File: src/verilog/ccio_pkg.sv
// constants for the camera control i/o and pulse generator block
// assumes a 100 MHz aclk and an axi4-lite master with 32-bit data
package ccio_pkg;
	// -------------------------------------------------------------
	// register map (byte addresses)
	// -------------------------------------------------------------
	localparam logic [7:0] CCIO_A_LINE = 8'h00;
	localparam logic [7:0] CCIO_A_FILT = 8'h04;
	localparam logic [7:0] CCIO_A_TRIG = 8'h08;
	localparam logic [7:0] CCIO_A_WIDTH = 8'h0c;
	localparam logic [7:0] CCIO_A_DELAY = 8'h10;
	localparam logic [7:0] CCIO_A_CMD = 8'h14;
	localparam logic [7:0] CCIO_A_COUNT = 8'h18;
	localparam logic [7:0] CCIO_A_STAT = 8'h1c;
	// -------------------------------------------------------------
	// field positions of the line register
	// -------------------------------------------------------------
	localparam int CCIO_F_SEL = 0;
	localparam int CCIO_F_INV = 1;
	localparam int CCIO_F_SRC = 4;
	localparam int CCIO_F_LVL = 8;
	// -------------------------------------------------------------
	// encodings
	// -------------------------------------------------------------
	localparam logic [2:0] CCIO_SRC_OFF = 3'h0;
	localparam logic [2:0] CCIO_SRC_EXPO = 3'h1;
	localparam logic [2:0] CCIO_SRC_READ = 3'h2;
	localparam logic [2:0] CCIO_SRC_STAT = 3'h3;
	localparam logic [2:0] CCIO_SRC_PULSE = 3'h4;
	localparam logic [1:0] CCIO_TS_OFF = 2'h0;
	localparam logic [1:0] CCIO_TS_EXPO = 2'h1;
	localparam logic [1:0] CCIO_TS_READ = 2'h2;
	localparam logic [1:0] CCIO_TS_LINE = 2'h3;
	localparam logic [2:0] CCIO_trig_rise = 3'h0;
	localparam logic [2:0] CCIO_trig_fall = 3'h1;
	localparam logic [2:0] CCIO_trig_both_edges = 3'h2;
	localparam logic [2:0] CCIO_trig_while_high = 3'h3;
	localparam logic [2:0] CCIO_trig_while_low = 3'h4;
	// -------------------------------------------------------------
	// reset values and limits in microseconds, then clock and tick timing
	// -------------------------------------------------------------
	localparam logic [19:0] CCIO_FILT_MAX_US = 20'h0_F4240;
	localparam logic [25:0] CCIO_PULSE_MAX_US = 26'h393_8700;
	localparam logic [25:0] CCIO_WIDTH_RST = 26'h000_0001;
	localparam int CCIO_CLK_MHZ = 100;
	localparam int CCIO_TICK_NS = 1000;
	localparam int CCIO_CLK_NS = 10;
	localparam int CCIO_TICK_CYC = CCIO_TICK_NS / CCIO_CLK_NS;
	// default 0.5 us filter: half a tick, in clock cycles
	localparam int CCIO_FILT_RST_NS = 500;
	localparam int CCIO_FILT_RST_CYC = CCIO_FILT_RST_NS / CCIO_CLK_NS;
	// -------------------------------------------------------------
	// pulse generator states, one-hot
	// -------------------------------------------------------------
	typedef enum logic [2:0] {
		CCIO_ST_IDLE = 3'b001,
		CCIO_ST_WAIT = 3'b010,
		CCIO_ST_RUN = 3'b100
	} ccio_state_t;
	localparam logic [1:0] CCIO_STAT_IDLE = 2'h0;
	localparam logic [1:0] CCIO_STAT_WAIT = 2'h1;
	localparam logic [1:0] CCIO_STAT_RUN = 2'h2;
endpackage : ccio_pkg

File: src/verilog/ccio_top.sv
// camera control i/o: filtered input line, one output line, pulse generator
// assumes an axi4-lite master on aclk; pins are asynchronous to aclk
`timescale 1ns/1ps
module ccio_top (
	// clock and reset
	input wire logic aclk,
	input wire logic aresetn,
	// axi4-lite write
	input wire logic [7:0] s_axi_awaddr,
	input wire logic s_axi_awvalid,
	output logic s_axi_awready,
	input wire logic [31:0] s_axi_wdata,
	input wire logic [3:0] s_axi_wstrb,
	input wire logic s_axi_wvalid,
	output logic s_axi_wready,
	output logic [1:0] s_axi_bresp,
	output logic s_axi_bvalid,
	input wire logic s_axi_bready,
	// axi4-lite read
	input wire logic [7:0] s_axi_araddr,
	input wire logic s_axi_arvalid,
	output logic s_axi_arready,
	output logic [31:0] s_axi_rdata,
	output logic [1:0] s_axi_rresp,
	output logic s_axi_rvalid,
	input wire logic s_axi_rready,
	// camera timing, same clock domain
	input wire logic exposure_window,
	input wire logic readout_window,
	// pins
	input wire logic input_line,
	output logic output_line,
	output logic pulse_gen_output
);
	import ccio_pkg::*;

	// -------------------------------------------------------------
	// registers
	// -------------------------------------------------------------
	logic io_line_select_ff;
	logic output_invert_ff;
	logic [2:0] output_source_select_ff;
	logic static_level_value_ff;
	logic [19:0] glitch_filter_time_ff;
	logic [1:0] pulse_trig_source_ff;
	logic [2:0] pulse_trig_condition_ff;
	logic [25:0] pulse_width_us_ff;
	logic [25:0] pulse_delay_us_ff;
	logic pulse_gen_restart_ff;
	logic [25:0] pulse_gen_count_ff;
	ccio_state_t state_ff;
	logic filt_ff;

	// -------------------------------------------------------------
	// axi4-lite slave
	// -------------------------------------------------------------
	logic [7:0] awaddr_ff;
	logic aw_held_ff;
	logic [31:0] wdata_ff;
	logic [3:0] wstrb_ff;
	logic w_held_ff;
	logic do_wr;
	logic wr_ok;

	// address and data are caught independently; the write fires when both are held
	always_ff @(posedge aclk) begin
		if (!aresetn) begin
			aw_held_ff <= 1'b0;
			w_held_ff <= 1'b0;
			awaddr_ff <= 8'h00;
			wdata_ff <= 32'h0000_0000;
			wstrb_ff <= 4'h0;
		end else begin
			if (s_axi_awvalid && s_axi_awready) begin
				aw_held_ff <= 1'b1;
				awaddr_ff <= s_axi_awaddr;
			end else if (do_wr) begin
				aw_held_ff <= 1'b0;
			end
			if (s_axi_wvalid && s_axi_wready) begin
				w_held_ff <= 1'b1;
				wdata_ff <= s_axi_wdata;
				wstrb_ff <= s_axi_wstrb;
			end else if (do_wr) begin
				w_held_ff <= 1'b0;
			end
		end
	end
	assign do_wr = aw_held_ff && w_held_ff && !s_axi_bvalid;
	assign wr_ok = (awaddr_ff[7:5] == 3'h0) && (awaddr_ff[1:0] == 2'h0);

	// ready only while the holding slot is empty
	always_ff @(posedge aclk) begin
		if (!aresetn) begin
			s_axi_awready <= 1'b0;
			s_axi_wready <= 1'b0;
			s_axi_bvalid <= 1'b0;
			s_axi_bresp <= 2'h0;
		end else begin
			s_axi_awready <= !aw_held_ff && !(s_axi_awvalid && s_axi_awready) && !s_axi_bvalid;
			s_axi_wready <= !w_held_ff && !(s_axi_wvalid && s_axi_wready) && !s_axi_bvalid;
			if (do_wr) begin
				s_axi_bvalid <= 1'b1;
				s_axi_bresp <= wr_ok ? 2'h0 : 2'h2;
			end else if (s_axi_bready) begin
				s_axi_bvalid <= 1'b0;
			end
		end
	end

	// register writes; byte lane 0 carries every narrow field except the static level at bit 8
	always_ff @(posedge aclk) begin
		if (!aresetn) begin
			io_line_select_ff <= 1'b0;
			output_invert_ff <= 1'b0;
			output_source_select_ff <= CCIO_SRC_OFF;
			static_level_value_ff <= 1'b0;
			glitch_filter_time_ff <= 20'h0_0000;
			pulse_trig_source_ff <= CCIO_TS_OFF;
			pulse_trig_condition_ff <= CCIO_trig_rise;
			pulse_width_us_ff <= CCIO_WIDTH_RST;
			pulse_delay_us_ff <= 26'h000_0000;
			pulse_gen_restart_ff <= 1'b0;
		end else begin
			pulse_gen_restart_ff <= 1'b0;
			if (do_wr && wr_ok && (&wstrb_ff)) begin
				case (awaddr_ff)
					CCIO_A_LINE: begin
						io_line_select_ff <= wdata_ff[CCIO_F_SEL];
						// line settings apply only when this same write selects the output line (bit 0 set)
						if (wdata_ff[CCIO_F_SEL]) begin
							output_invert_ff <= wdata_ff[CCIO_F_INV];
							if (wdata_ff[CCIO_F_SRC +: 3] <= CCIO_SRC_PULSE) begin
								output_source_select_ff <= wdata_ff[CCIO_F_SRC +: 3];
							end
							static_level_value_ff <= wdata_ff[CCIO_F_LVL];
						end
					end
					CCIO_A_FILT: begin
						if (wdata_ff[19:0] <= CCIO_FILT_MAX_US) begin
							glitch_filter_time_ff <= wdata_ff[19:0];
						end
					end
					CCIO_A_TRIG: begin
						pulse_trig_source_ff <= wdata_ff[1:0];
						if (wdata_ff[6:4] <= CCIO_trig_while_low) begin
							pulse_trig_condition_ff <= wdata_ff[6:4];
						end
					end
					CCIO_A_WIDTH: begin
						if (wdata_ff[25:0] != 26'h000_0000
							&& wdata_ff[25:0] <= CCIO_PULSE_MAX_US) begin
							pulse_width_us_ff <= wdata_ff[25:0];
						end
					end
					CCIO_A_DELAY: begin
						if (wdata_ff[25:0] <= CCIO_PULSE_MAX_US) begin
							pulse_delay_us_ff <= wdata_ff[25:0];
						end
					end
					CCIO_A_CMD: pulse_gen_restart_ff <= wdata_ff[0];
					default: ;
				endcase
			end
		end
	end

	// read path: one cycle from address taken to data
	always_ff @(posedge aclk) begin
		if (!aresetn) begin
			s_axi_arready <= 1'b0;
			s_axi_rvalid <= 1'b0;
			s_axi_rdata <= 32'h0000_0000;
			s_axi_rresp <= 2'h0;
		end else begin
			s_axi_arready <= !s_axi_rvalid && !(s_axi_arvalid && s_axi_arready);
			if (s_axi_arvalid && s_axi_arready) begin
				s_axi_rvalid <= 1'b1;
				s_axi_rresp <= 2'h0;
				case (s_axi_araddr)
					CCIO_A_LINE: s_axi_rdata <= {23'h0, static_level_value_ff, 1'b0,
						output_source_select_ff, 2'h0, output_invert_ff, io_line_select_ff};
					CCIO_A_FILT: s_axi_rdata <= {12'h000, glitch_filter_time_ff};
					CCIO_A_TRIG: s_axi_rdata <= {25'h0, pulse_trig_condition_ff, 2'h0,
						pulse_trig_source_ff};
					CCIO_A_WIDTH: s_axi_rdata <= {6'h00, pulse_width_us_ff};
					CCIO_A_DELAY: s_axi_rdata <= {6'h00, pulse_delay_us_ff};
					CCIO_A_CMD: s_axi_rdata <= 32'h0000_0000;
					CCIO_A_COUNT: s_axi_rdata <= {6'h00, pulse_gen_count_ff};
					CCIO_A_STAT: s_axi_rdata <= {29'h0, filt_ff,
						(state_ff == CCIO_ST_RUN) ? CCIO_STAT_RUN :
						(state_ff == CCIO_ST_WAIT) ? CCIO_STAT_WAIT : CCIO_STAT_IDLE};
					default: begin
						s_axi_rdata <= 32'h0000_0000;
						s_axi_rresp <= 2'h2;
					end
				endcase
			end else if (s_axi_rready) begin
				s_axi_rvalid <= 1'b0;
			end
		end
	end

	// -------------------------------------------------------------
	// microsecond tick
	// -------------------------------------------------------------
	logic [6:0] div_ff;
	logic tick;
	always_ff @(posedge aclk) begin
		if (!aresetn) begin
			div_ff <= 7'h00;
		end else begin
			div_ff <= (tick) ? 7'h00 : div_ff + 7'h01;
		end
	end
	assign tick = (div_ff == 7'(CCIO_TICK_CYC - 1));

	// -------------------------------------------------------------
	// input line synchroniser and glitch filter
	// -------------------------------------------------------------
	logic sync1_ff;
	logic sync2_ff;
	logic [19:0] stab_us_ff;
	logic [6:0] stab_cyc_ff;
	logic stable_done;
	always_ff @(posedge aclk) begin
		if (!aresetn) begin
			sync1_ff <= 1'b0;
			sync2_ff <= 1'b0;
		end else begin
			sync1_ff <= input_line;
			sync2_ff <= sync1_ff;
		end
	end

	// a zero filter time falls back to the half-microsecond floor; a set time counts
	// the shared free-running tick, so it can accept a level up to 1 us early
	assign stable_done = (glitch_filter_time_ff == 20'h0_0000)
		? (stab_cyc_ff >= 7'(CCIO_FILT_RST_CYC - 1))
		: (stab_us_ff >= glitch_filter_time_ff);
	always_ff @(posedge aclk) begin
		if (!aresetn) begin
			stab_us_ff <= 20'h0_0000;
			stab_cyc_ff <= 7'h00;
			filt_ff <= 1'b0;
		end else if (sync2_ff == filt_ff) begin
			// any return to the accepted level discards the candidate
			stab_us_ff <= 20'h0_0000;
			stab_cyc_ff <= 7'h00;
		end else if (stable_done) begin
			filt_ff <= sync2_ff;
			stab_us_ff <= 20'h0_0000;
			stab_cyc_ff <= 7'h00;
		end else begin
			if (stab_cyc_ff != 7'h7f) begin
				stab_cyc_ff <= stab_cyc_ff + 7'h01;
			end
			if (tick) begin
				stab_us_ff <= stab_us_ff + 20'h0_0001;
			end
		end
	end

	// -------------------------------------------------------------
	// pulse generator
	// -------------------------------------------------------------
	logic trig_sel;
	logic trig_prev_ff;
	logic trig_edge;
	logic lvl_mode;
	logic lvl_on;
	logic delay_done_ff;
	logic [6:0] pg_div_ff;
	logic pg_tick;
	logic delay_hit;
	always_comb begin
		case (pulse_trig_source_ff)
			CCIO_TS_EXPO: trig_sel = exposure_window;
			CCIO_TS_READ: trig_sel = readout_window;
			CCIO_TS_LINE: trig_sel = filt_ff;
			default: trig_sel = 1'b0;
		endcase
	end
	assign lvl_mode = (pulse_trig_condition_ff == CCIO_trig_while_high)
		|| (pulse_trig_condition_ff == CCIO_trig_while_low);
	assign lvl_on = (pulse_trig_condition_ff == CCIO_trig_while_high) ? trig_sel : !trig_sel;
	always_comb begin
		case (pulse_trig_condition_ff)
			CCIO_trig_rise: trig_edge = trig_sel && !trig_prev_ff;
			CCIO_trig_fall: trig_edge = !trig_sel && trig_prev_ff;
			CCIO_trig_both_edges: trig_edge = trig_sel != trig_prev_ff;
			default: trig_edge = 1'b0;
		endcase
	end

	// private microsecond phase, restarted at the trigger and at the end of the delay;
	// the shared free-running tick would let delay and width come up to 1 us short
	assign pg_tick = (pg_div_ff == 7'(CCIO_TICK_CYC - 1));
	assign delay_hit = !delay_done_ff && (pulse_gen_count_ff >= pulse_delay_us_ff);
	always_ff @(posedge aclk) begin
		if (!aresetn) begin
			pg_div_ff <= 7'h00;
		end else if ((state_ff != CCIO_ST_RUN) || pg_tick || delay_hit) begin
			pg_div_ff <= 7'h00;
		end else begin
			pg_div_ff <= pg_div_ff + 7'h01;
		end
	end

	// count runs through the delay, then through the width in edge modes
	always_ff @(posedge aclk) begin
		if (!aresetn) begin
			state_ff <= CCIO_ST_IDLE;
			pulse_gen_count_ff <= 26'h000_0000;
			delay_done_ff <= 1'b0;
			trig_prev_ff <= 1'b0;
		end else begin
			trig_prev_ff <= trig_sel;
			if (pulse_gen_restart_ff) begin
				state_ff <= CCIO_ST_IDLE;
				pulse_gen_count_ff <= 26'h000_0000;
				delay_done_ff <= 1'b0;
			end else begin
				case (state_ff)
					CCIO_ST_IDLE: begin
						if (pulse_trig_source_ff != CCIO_TS_OFF) begin
							state_ff <= CCIO_ST_WAIT;
						end
					end
					CCIO_ST_WAIT: begin
						pulse_gen_count_ff <= 26'h000_0000;
						delay_done_ff <= 1'b0;
						if (pulse_trig_source_ff == CCIO_TS_OFF) begin
							state_ff <= CCIO_ST_IDLE;
						end else if (lvl_mode ? lvl_on : trig_edge) begin
							state_ff <= CCIO_ST_RUN;
						end
					end
					CCIO_ST_RUN: begin
						if (lvl_mode && !lvl_on) begin
							state_ff <= CCIO_ST_WAIT;
						end else if (!delay_done_ff) begin
							if (delay_hit) begin
								delay_done_ff <= 1'b1;
								pulse_gen_count_ff <= 26'h000_0000;
							end else if (pg_tick) begin
								pulse_gen_count_ff <= pulse_gen_count_ff + 26'h000_0001;
							end
						end else if (!lvl_mode && pg_tick) begin
							// width ends on its last whole microsecond, not one cycle later
							if (pulse_gen_count_ff >= pulse_width_us_ff - 26'h000_0001) begin
								state_ff <= CCIO_ST_WAIT;
							end else begin
								pulse_gen_count_ff <= pulse_gen_count_ff + 26'h000_0001;
							end
						end
					end
					default: state_ff <= CCIO_ST_IDLE;
				endcase
			end
		end
	end

	// -------------------------------------------------------------
	// output line
	// -------------------------------------------------------------
	logic pulse_on;
	logic src_val;
	assign pulse_on = (state_ff == CCIO_ST_RUN) && delay_done_ff
		&& (!lvl_mode || lvl_on);
	always_comb begin
		case (output_source_select_ff)
			CCIO_SRC_EXPO: src_val = exposure_window;
			CCIO_SRC_READ: src_val = readout_window;
			CCIO_SRC_STAT: src_val = static_level_value_ff;
			CCIO_SRC_PULSE: src_val = pulse_on;
			default: src_val = 1'b0;
		endcase
	end
	always_ff @(posedge aclk) begin
		if (!aresetn) begin
			output_line <= 1'b0;
			pulse_gen_output <= 1'b0;
		end else begin
			output_line <= src_val ^ output_invert_ff;
			pulse_gen_output <= pulse_on;
		end
	end

	// -------------------------------------------------------------
	// checks
	// -------------------------------------------------------------
	a_invert_path: assert property (@(posedge aclk) disable iff (!aresetn)
		1'b1 |=> output_line == ($past(src_val) ^ $past(output_invert_ff)))
		else $error("output line does not follow source and invert");
	a_static_level: assert property (@(posedge aclk) disable iff (!aresetn)
		(output_source_select_ff == CCIO_SRC_STAT) && !output_invert_ff
		##1 (output_source_select_ff == CCIO_SRC_STAT) && !output_invert_ff
		|-> output_line == $past(static_level_value_ff))
		else $error("static level not driven");
	a_filter_hold: assert property (@(posedge aclk) disable iff (!aresetn)
		(sync2_ff == filt_ff) |=> $stable(filt_ff))
		else $error("filtered input changed without a new level");
	a_no_pulse_wait: assert property (@(posedge aclk) disable iff (!aresetn)
		(state_ff != CCIO_ST_RUN) |=> !pulse_gen_output)
		else $error("pulse output while not running");
	a_restart_idle: assert property (@(posedge aclk) disable iff (!aresetn)
		pulse_gen_restart_ff |=> state_ff == CCIO_ST_IDLE
		&& pulse_gen_count_ff == 26'h000_0000)
		else $error("restart did not clear the pulse generator");
	a_trig_off_idle: assert property (@(posedge aclk) disable iff (!aresetn)
		(pulse_trig_source_ff == CCIO_TS_OFF) [*2] |-> state_ff != CCIO_ST_RUN
		|| $past(state_ff) == CCIO_ST_RUN)
		else $error("pulse generator triggered with source off");
	a_level_drop: assert property (@(posedge aclk) disable iff (!aresetn)
		(state_ff == CCIO_ST_RUN) && lvl_mode && !lvl_on && !pulse_gen_restart_ff
		|=> state_ff == CCIO_ST_WAIT ##1 !pulse_gen_output)
		else $error("level mode output outlived its source");
	a_tick_period: assert property (@(posedge aclk) disable iff (!aresetn)
		tick |=> !tick [*8])
		else $error("microsecond tick too frequent");
	a_width_end: assert property (@(posedge aclk) disable iff (!aresetn)
		(state_ff == CCIO_ST_RUN) && delay_done_ff && !lvl_mode && !pulse_gen_restart_ff
		&& pg_tick && (pulse_gen_count_ff >= pulse_width_us_ff - 26'h000_0001)
		|=> state_ff == CCIO_ST_WAIT)
		else $error("edge pulse did not end at its width");
	c_edge_pulse: cover property (@(posedge aclk) disable iff (!aresetn)
		$rose(pulse_gen_output) && !lvl_mode);
	c_level_pulse: cover property (@(posedge aclk) disable iff (!aresetn)
		$fell(pulse_gen_output) && lvl_mode);
	c_filter_rise: cover property (@(posedge aclk) disable iff (!aresetn) $rose(filt_ff));
	c_restart: cover property (@(posedge aclk) disable iff (!aresetn)
		pulse_gen_restart_ff && state_ff == CCIO_ST_RUN);
endmodule : ccio_top
File: config.mk
export PLATFORM = sky130hd
export DESIGN_NAME = ccio_top
export DESIGN_NICKNAME = d
export VERILOG_FILES = /design/src/verilog/ccio_pkg.sv /design/src/verilog/ccio_top.sv
export SDC_FILE = /design/constraint.sdc
export NUM_CORES = 1
export LEC_CHECK = 0
export BUFFER_PORTS_ARGS = -buffer_cell sky130_fd_sc_hd__buf_2
export CORE_MARGIN = 2
export CORE_UTILIZATION = 51
export DETAILED_ROUTE_END_ITERATION = 8
export GPL_TIMING_DRIVEN = 0
export HOLD_SLACK_MARGIN = 0.15
export PLACE_DENSITY = 0.7
export SETUP_SLACK_MARGIN = 0.15
export SLEW_MARGIN = 20
export SYNTH_ARGS = -nofsm -noshare
export SYNTH_HDL_FRONTEND = slang
export SYNTH_SLANG_ARGS = --single-unit
File: constraint.sdc
create_clock -name aclk -period 4 [get_ports aclk]
set_clock_uncertainty 0.05 [all_clocks]
set_input_delay 0 -clock aclk [delete_from_list [all_inputs] [get_ports aclk]]
set_output_delay 0 -clock aclk [all_outputs]
set_load 0.1 [all_outputs]
==> metrics.md <==
| Metric | Value |
|---|---|
| Port bufs | 88 |
| Metal1 wirelength | 15,220 um |
| Slew Viols, Final | 0 |
| Die Wd | around 160 um |
| Synth cell types | 68 |
| Synth async-reset ratio | 0 |
| Overflow after GRT | 0 |
| Total Nets Final | around 1,800 |
| Synth Cell Area | roughly 12,000 sq um |
| # clock sinks | 234 |
| Power Total | between 5000 and 6000 uW |
| CTS root buf | clkbuf_16 |
| Die Area | 25,720 sq um |
| First-pass GRT wire length | about 57,000 um |
| Actual slew at the worst max-slew pin | roughly 0.97 ns |
| CP endpoint kind | register |
| Multi-input gate area | between 7000 and 8000 sq um |
| Cell Area, Placed | between 10,000 and 15,000 sq um |
| Initial core utilization | 0.5159 |
| Syn-to-layout area delta | 25.75% |
| # diodes | 0 |
| Clk Latency, worst-skew pair | approximately 0.53 ns |
| Synthesized area per cell | around 8.6 sq um |
| Final hold violation count | 0 |
| Setup-failing EPs final | 26 |
| Gr usage total | 0.2764 |
| Crit path largest cell delay | about 0.55 ns |
| RSZ-0062 raised after global routing | true |
| Vias in the first global route | 11,134 |
| Placeable Area | between 20,000 and 25,000 sq um |
| Number of remaining DRC errors | 0 |
| F_max | approximately 240 MHz |
| CTS H-tree lvls | 1 |
| Largest net degree at the start of global routing | 14 |
| Data required time of the critical path | between 4 and 5 ns |
| Wire length on met3 | between 2000 and 2500 um |
| Routed wl met2 | about 18,000 um |
| Failing checks | negative setup slack |
| Sequential area share after synthesis | 0.3756 |
| Post-DP HPWL | 25,800 um |
| Max cap viols | 0 |
| Antenna-violating nets left | 0 |
| DRT iter0 DRCs | between 800 and 900 |
| Finished Cell Area | ~16,000 sq um |
| CP Launch Type | register |
| CP cell instances | or4_4 > nor2_4 > nand2_2 > or3_4 > nand2b_4 > xor2_1 > ha_1 > nand4_1 > buf_4 > nor2_2 > a221oi_2 > and3_4 > nand2_4 > a2111oi_4 > buf_6 > a41oi_1 > a311oi_2 |
| Clock Pin Slew Worst Setup and Hold Paths | 0.06 ns |
| Post-synth EDFFs | 0 |
| Clock buffer depth | 3 |
| Slew Limit Headroom | 0.3474 |
| Top Metal Used | met4 |
| WL final | roughly 37,000 um |
| Final worst slack | -0.1543 ns |
| GPL Wtd Cong | 0.8959 |
| DR vias/cell | around 5.6 |
| Number of synthesis warnings | 0 |
| Num ports | 105 |
| Die Ht | roughly 160 um |
| DRT Pass-1 Iters | 6 |
| Initial antenna violation count | 0 |
| Leading register cell type out of synthesis | dfxtp_1 |
| Arrival @ worst endpoint | around 4.5 ns |
| Filler cells | just under 2,000 |
| P per Cell Area | 331.9 nW/um^2 |
| Crit path max fanout | 8 |
| Layout cell share with drive strength beyond 1 | 0.1410 |
| CP Class | register to register |
| Sequential Area | 4696 sq um |
| Status | finished, violations left |
| Mapped Cells | roughly 1,400 |
| Rows | 57 |
| CTS tree | built |
| Routed vias | roughly 11,000 |
| Worst path slowest cell | or4_4 |
| VDD IR max | roughly 0.0003 V |
| Hold WC Path Type | primary input to register |
| Fin crit share | 1.039 |
| Total CTS buffers | 26 |
| Lkg Pwr | around 0.0063 uW |
| Post-route minimum period | between 4 and 5 ns |
| Wire per inst | between 15 and 20 um |
| Yosys reg bits | between 200 and 250 |
## cell usage in the layout, fill, tap and decap left out, types with 6 or more instances in the layout
| cell type | instances |
|---|---|
| a21boi_0 | 47 |
| a21o_1 | 28 |
| a21oi_1 | 56 |
| a21oi_2 | 9 |
| a222oi_1 | 22 |
| a22oi_1 | 6 |
| a311oi_2 | 6 |
| and2_1 | 14 |
| and3_1 | 12 |
| buf_2 | 93 |
| buf_4 | 22 |
| buf_6 | 6 |
| clkbuf_1 | 57 |
| clkbuf_16 | 28 |
| clkbuf_8 | 6 |
| conb_1 | 8 |
| dfxtp_1 | 229 |
| dlygate4sd3_1 | 90 |
| ha_1 | 81 |
| inv_1 | 65 |
| mux2i_1 | 79 |
| nand2_1 | 176 |
| nand2b_1 | 16 |
| nand3_1 | 33 |
| nand4_1 | 25 |
| nor2_1 | 109 |
| nor2b_1 | 76 |
| nor3_1 | 19 |
| nor4_1 | 18 |
| o21a_1 | 15 |
| o21ai_0 | 57 |
| xnor2_1 | 34 |
| xor2_1 | 26 |
## routing by layer
metal | vias to the layer above | GRT usage
met2 | 369 | 0.4865
li1 | 5559 | -
met4 | 0 | 0.09910
met3 | 81 | 0.03796
met1 | 5370 | 0.3461
met5 | - | 0
## cell usage after synthesis (3+ instances only)
library cell	number	share of area
and4_1	4	0.0028
nor3_1	23	0.0092
a311oi_2	5	0.0060
nor2b_1	76	0.038
buf_4	9	0.0054
o22ai_1	3	0.0015
o21a_1	15	0.0090
mux2i_1	79	0.063
a211o_1	3	0.0021
buf_6	4	0.0036
and2_1	14	0.0070
dfxtp_1	234	0.38
a22oi_1	6	0.0036
nor2_1	112	0.034
nor4_1	22	0.011
clkbuf_1	51	0.015
nand3_1	36	0.014
or3_1	4	0.0020
buf_2	6	0.0024
mux2_2	4	0.0036
nand2_1	179	0.054
nor3b_1	4	0.0024
a21oi_1	65	0.026
a21o_1	28	0.017
mux4_2	3	0.0054
a21boi_0	47	0.028
or4_1	4	0.0024
and3_1	14	0.0070
a211oi_1	4	0.0024
nand2b_1	17	0.0085
inv_1	65	0.020
xor2_1	26	0.018
o31ai_1	3	0.0018
xnor2_1	34	0.024
a222oi_1	22	0.018
o21ai_0	58	0.023
a31oi_1	10	0.0050
nand3b_1	5	0.0030
a311oi_1	4	0.0028
o211ai_1	4	0.0024
nand4_1	25	0.013
ha_1	81	0.081
## worst max-delay path, delay by kind of cell, from the launching register on
kind                       cells  cell delay, ns
AOI/OAI and AO/OA              4            0.95
xor gates and xnor gates       1            0.18
adders and majority gates      1            0.34
buffers and inverters          2            0.34
DFF                            1            0.35
and+or+nand+nor                9            1.85
## final timing paths
check,from,endpoint,slack (ns),depth (start not counted)
setup / recovery,pulse_width_us_ff[8],pulse_gen_count_ff[25],-0.15,17
hold / removal,s_axi_araddr[0],s_axi_rdata[1],0.17,6
setup reg to reg,pulse_width_us_ff[8],pulse_gen_count_ff[25],-0.15,17
hold reg to reg,sync1_ff,sync2_ff,0.39,1
## sequential cells by signal, indices dropped and copies added (netlist names), 2 cells and up
| register | cells |
|---|---|
| output_source_select_ff | 3 |
| pulse_delay_us_ff | 26 |
| pulse_trig_condition_ff | 3 |
| awaddr_ff | 8 |
| stab_cyc_ff | 7 |
| wdata_ff | 26 |
| div_ff | 7 |
| pulse_trig_source_ff | 2 |
| s_axi_rdata | 26 |
| glitch_filter_time_ff | 20 |
| stab_us_ff | 20 |
| pulse_gen_count_ff | 26 |
| pulse_width_us_ff | 26 |
| wstrb_ff | 4 |
| pg_div_ff | 7 |
| state_ff | 3 |
## through the flow
stage	cells	setup WS, ns	util	TNS, ns	hold slack (ns)
floorplan	1449	0.1598	-	0	0.07729
global placement	1861	-0.6213	0.5538	-12.32	0.1613
detailed placement	1861	-0.6642	0.5538	-13.21	0.1622
CTS	2010	-0.2074	0.6372	-3.421	0.1587
global route	2019	-0.2876	0.6487	-5.743	0.2162
finish	2019	-0.1543	0.6487	-2.243	0.1705
## cell type report
class,instances,area share
multi-input combinational,1079,0.4810
sequential,234,0.2994
timing repair buffer,198,0.09900
clock buffer,39,0.04978
tap,324,0.02585
buffer,71,0.02290
inverter,65,0.01556
clock inverter,9,0.006542
## repair_timing
item | 4_1_cts | 5_1_grt
pin swaps | 26 | 16
endpoints found under the setup margin | 28 | 28
hold buffers | 90 | 0
resized for setup | 31 | 35
setup buffers | 10 | 8
hold endpoints to repair | 52 | 0
cloned | 1 | 1
## cells by family after synthesis
family	count (synthesis)	share of synthesized area
flops	234	0.3756
simple gates	549	0.2159
buf+inv	136	0.04665
other cells	1	0.0003007
compound gates	294	0.1639
fa+ha+maj	81	0.08126
xor+xnor	60	0.04214
mux	87	0.07424
## where the power goes
part / switching [uW] / internal (uW) / leakage [uW] / total [uW]
Sequential: 40.4 / 2360 / 0.00189 / 2400
Combinational: 208 / 143 / 0.00398 / 351
Clock: 981 / 1470 / 0.000427 / 2460
Total: 1230 / 3980 / 0.00630 / 5200
Note: power is estimated with default switching activity, not from simulation.
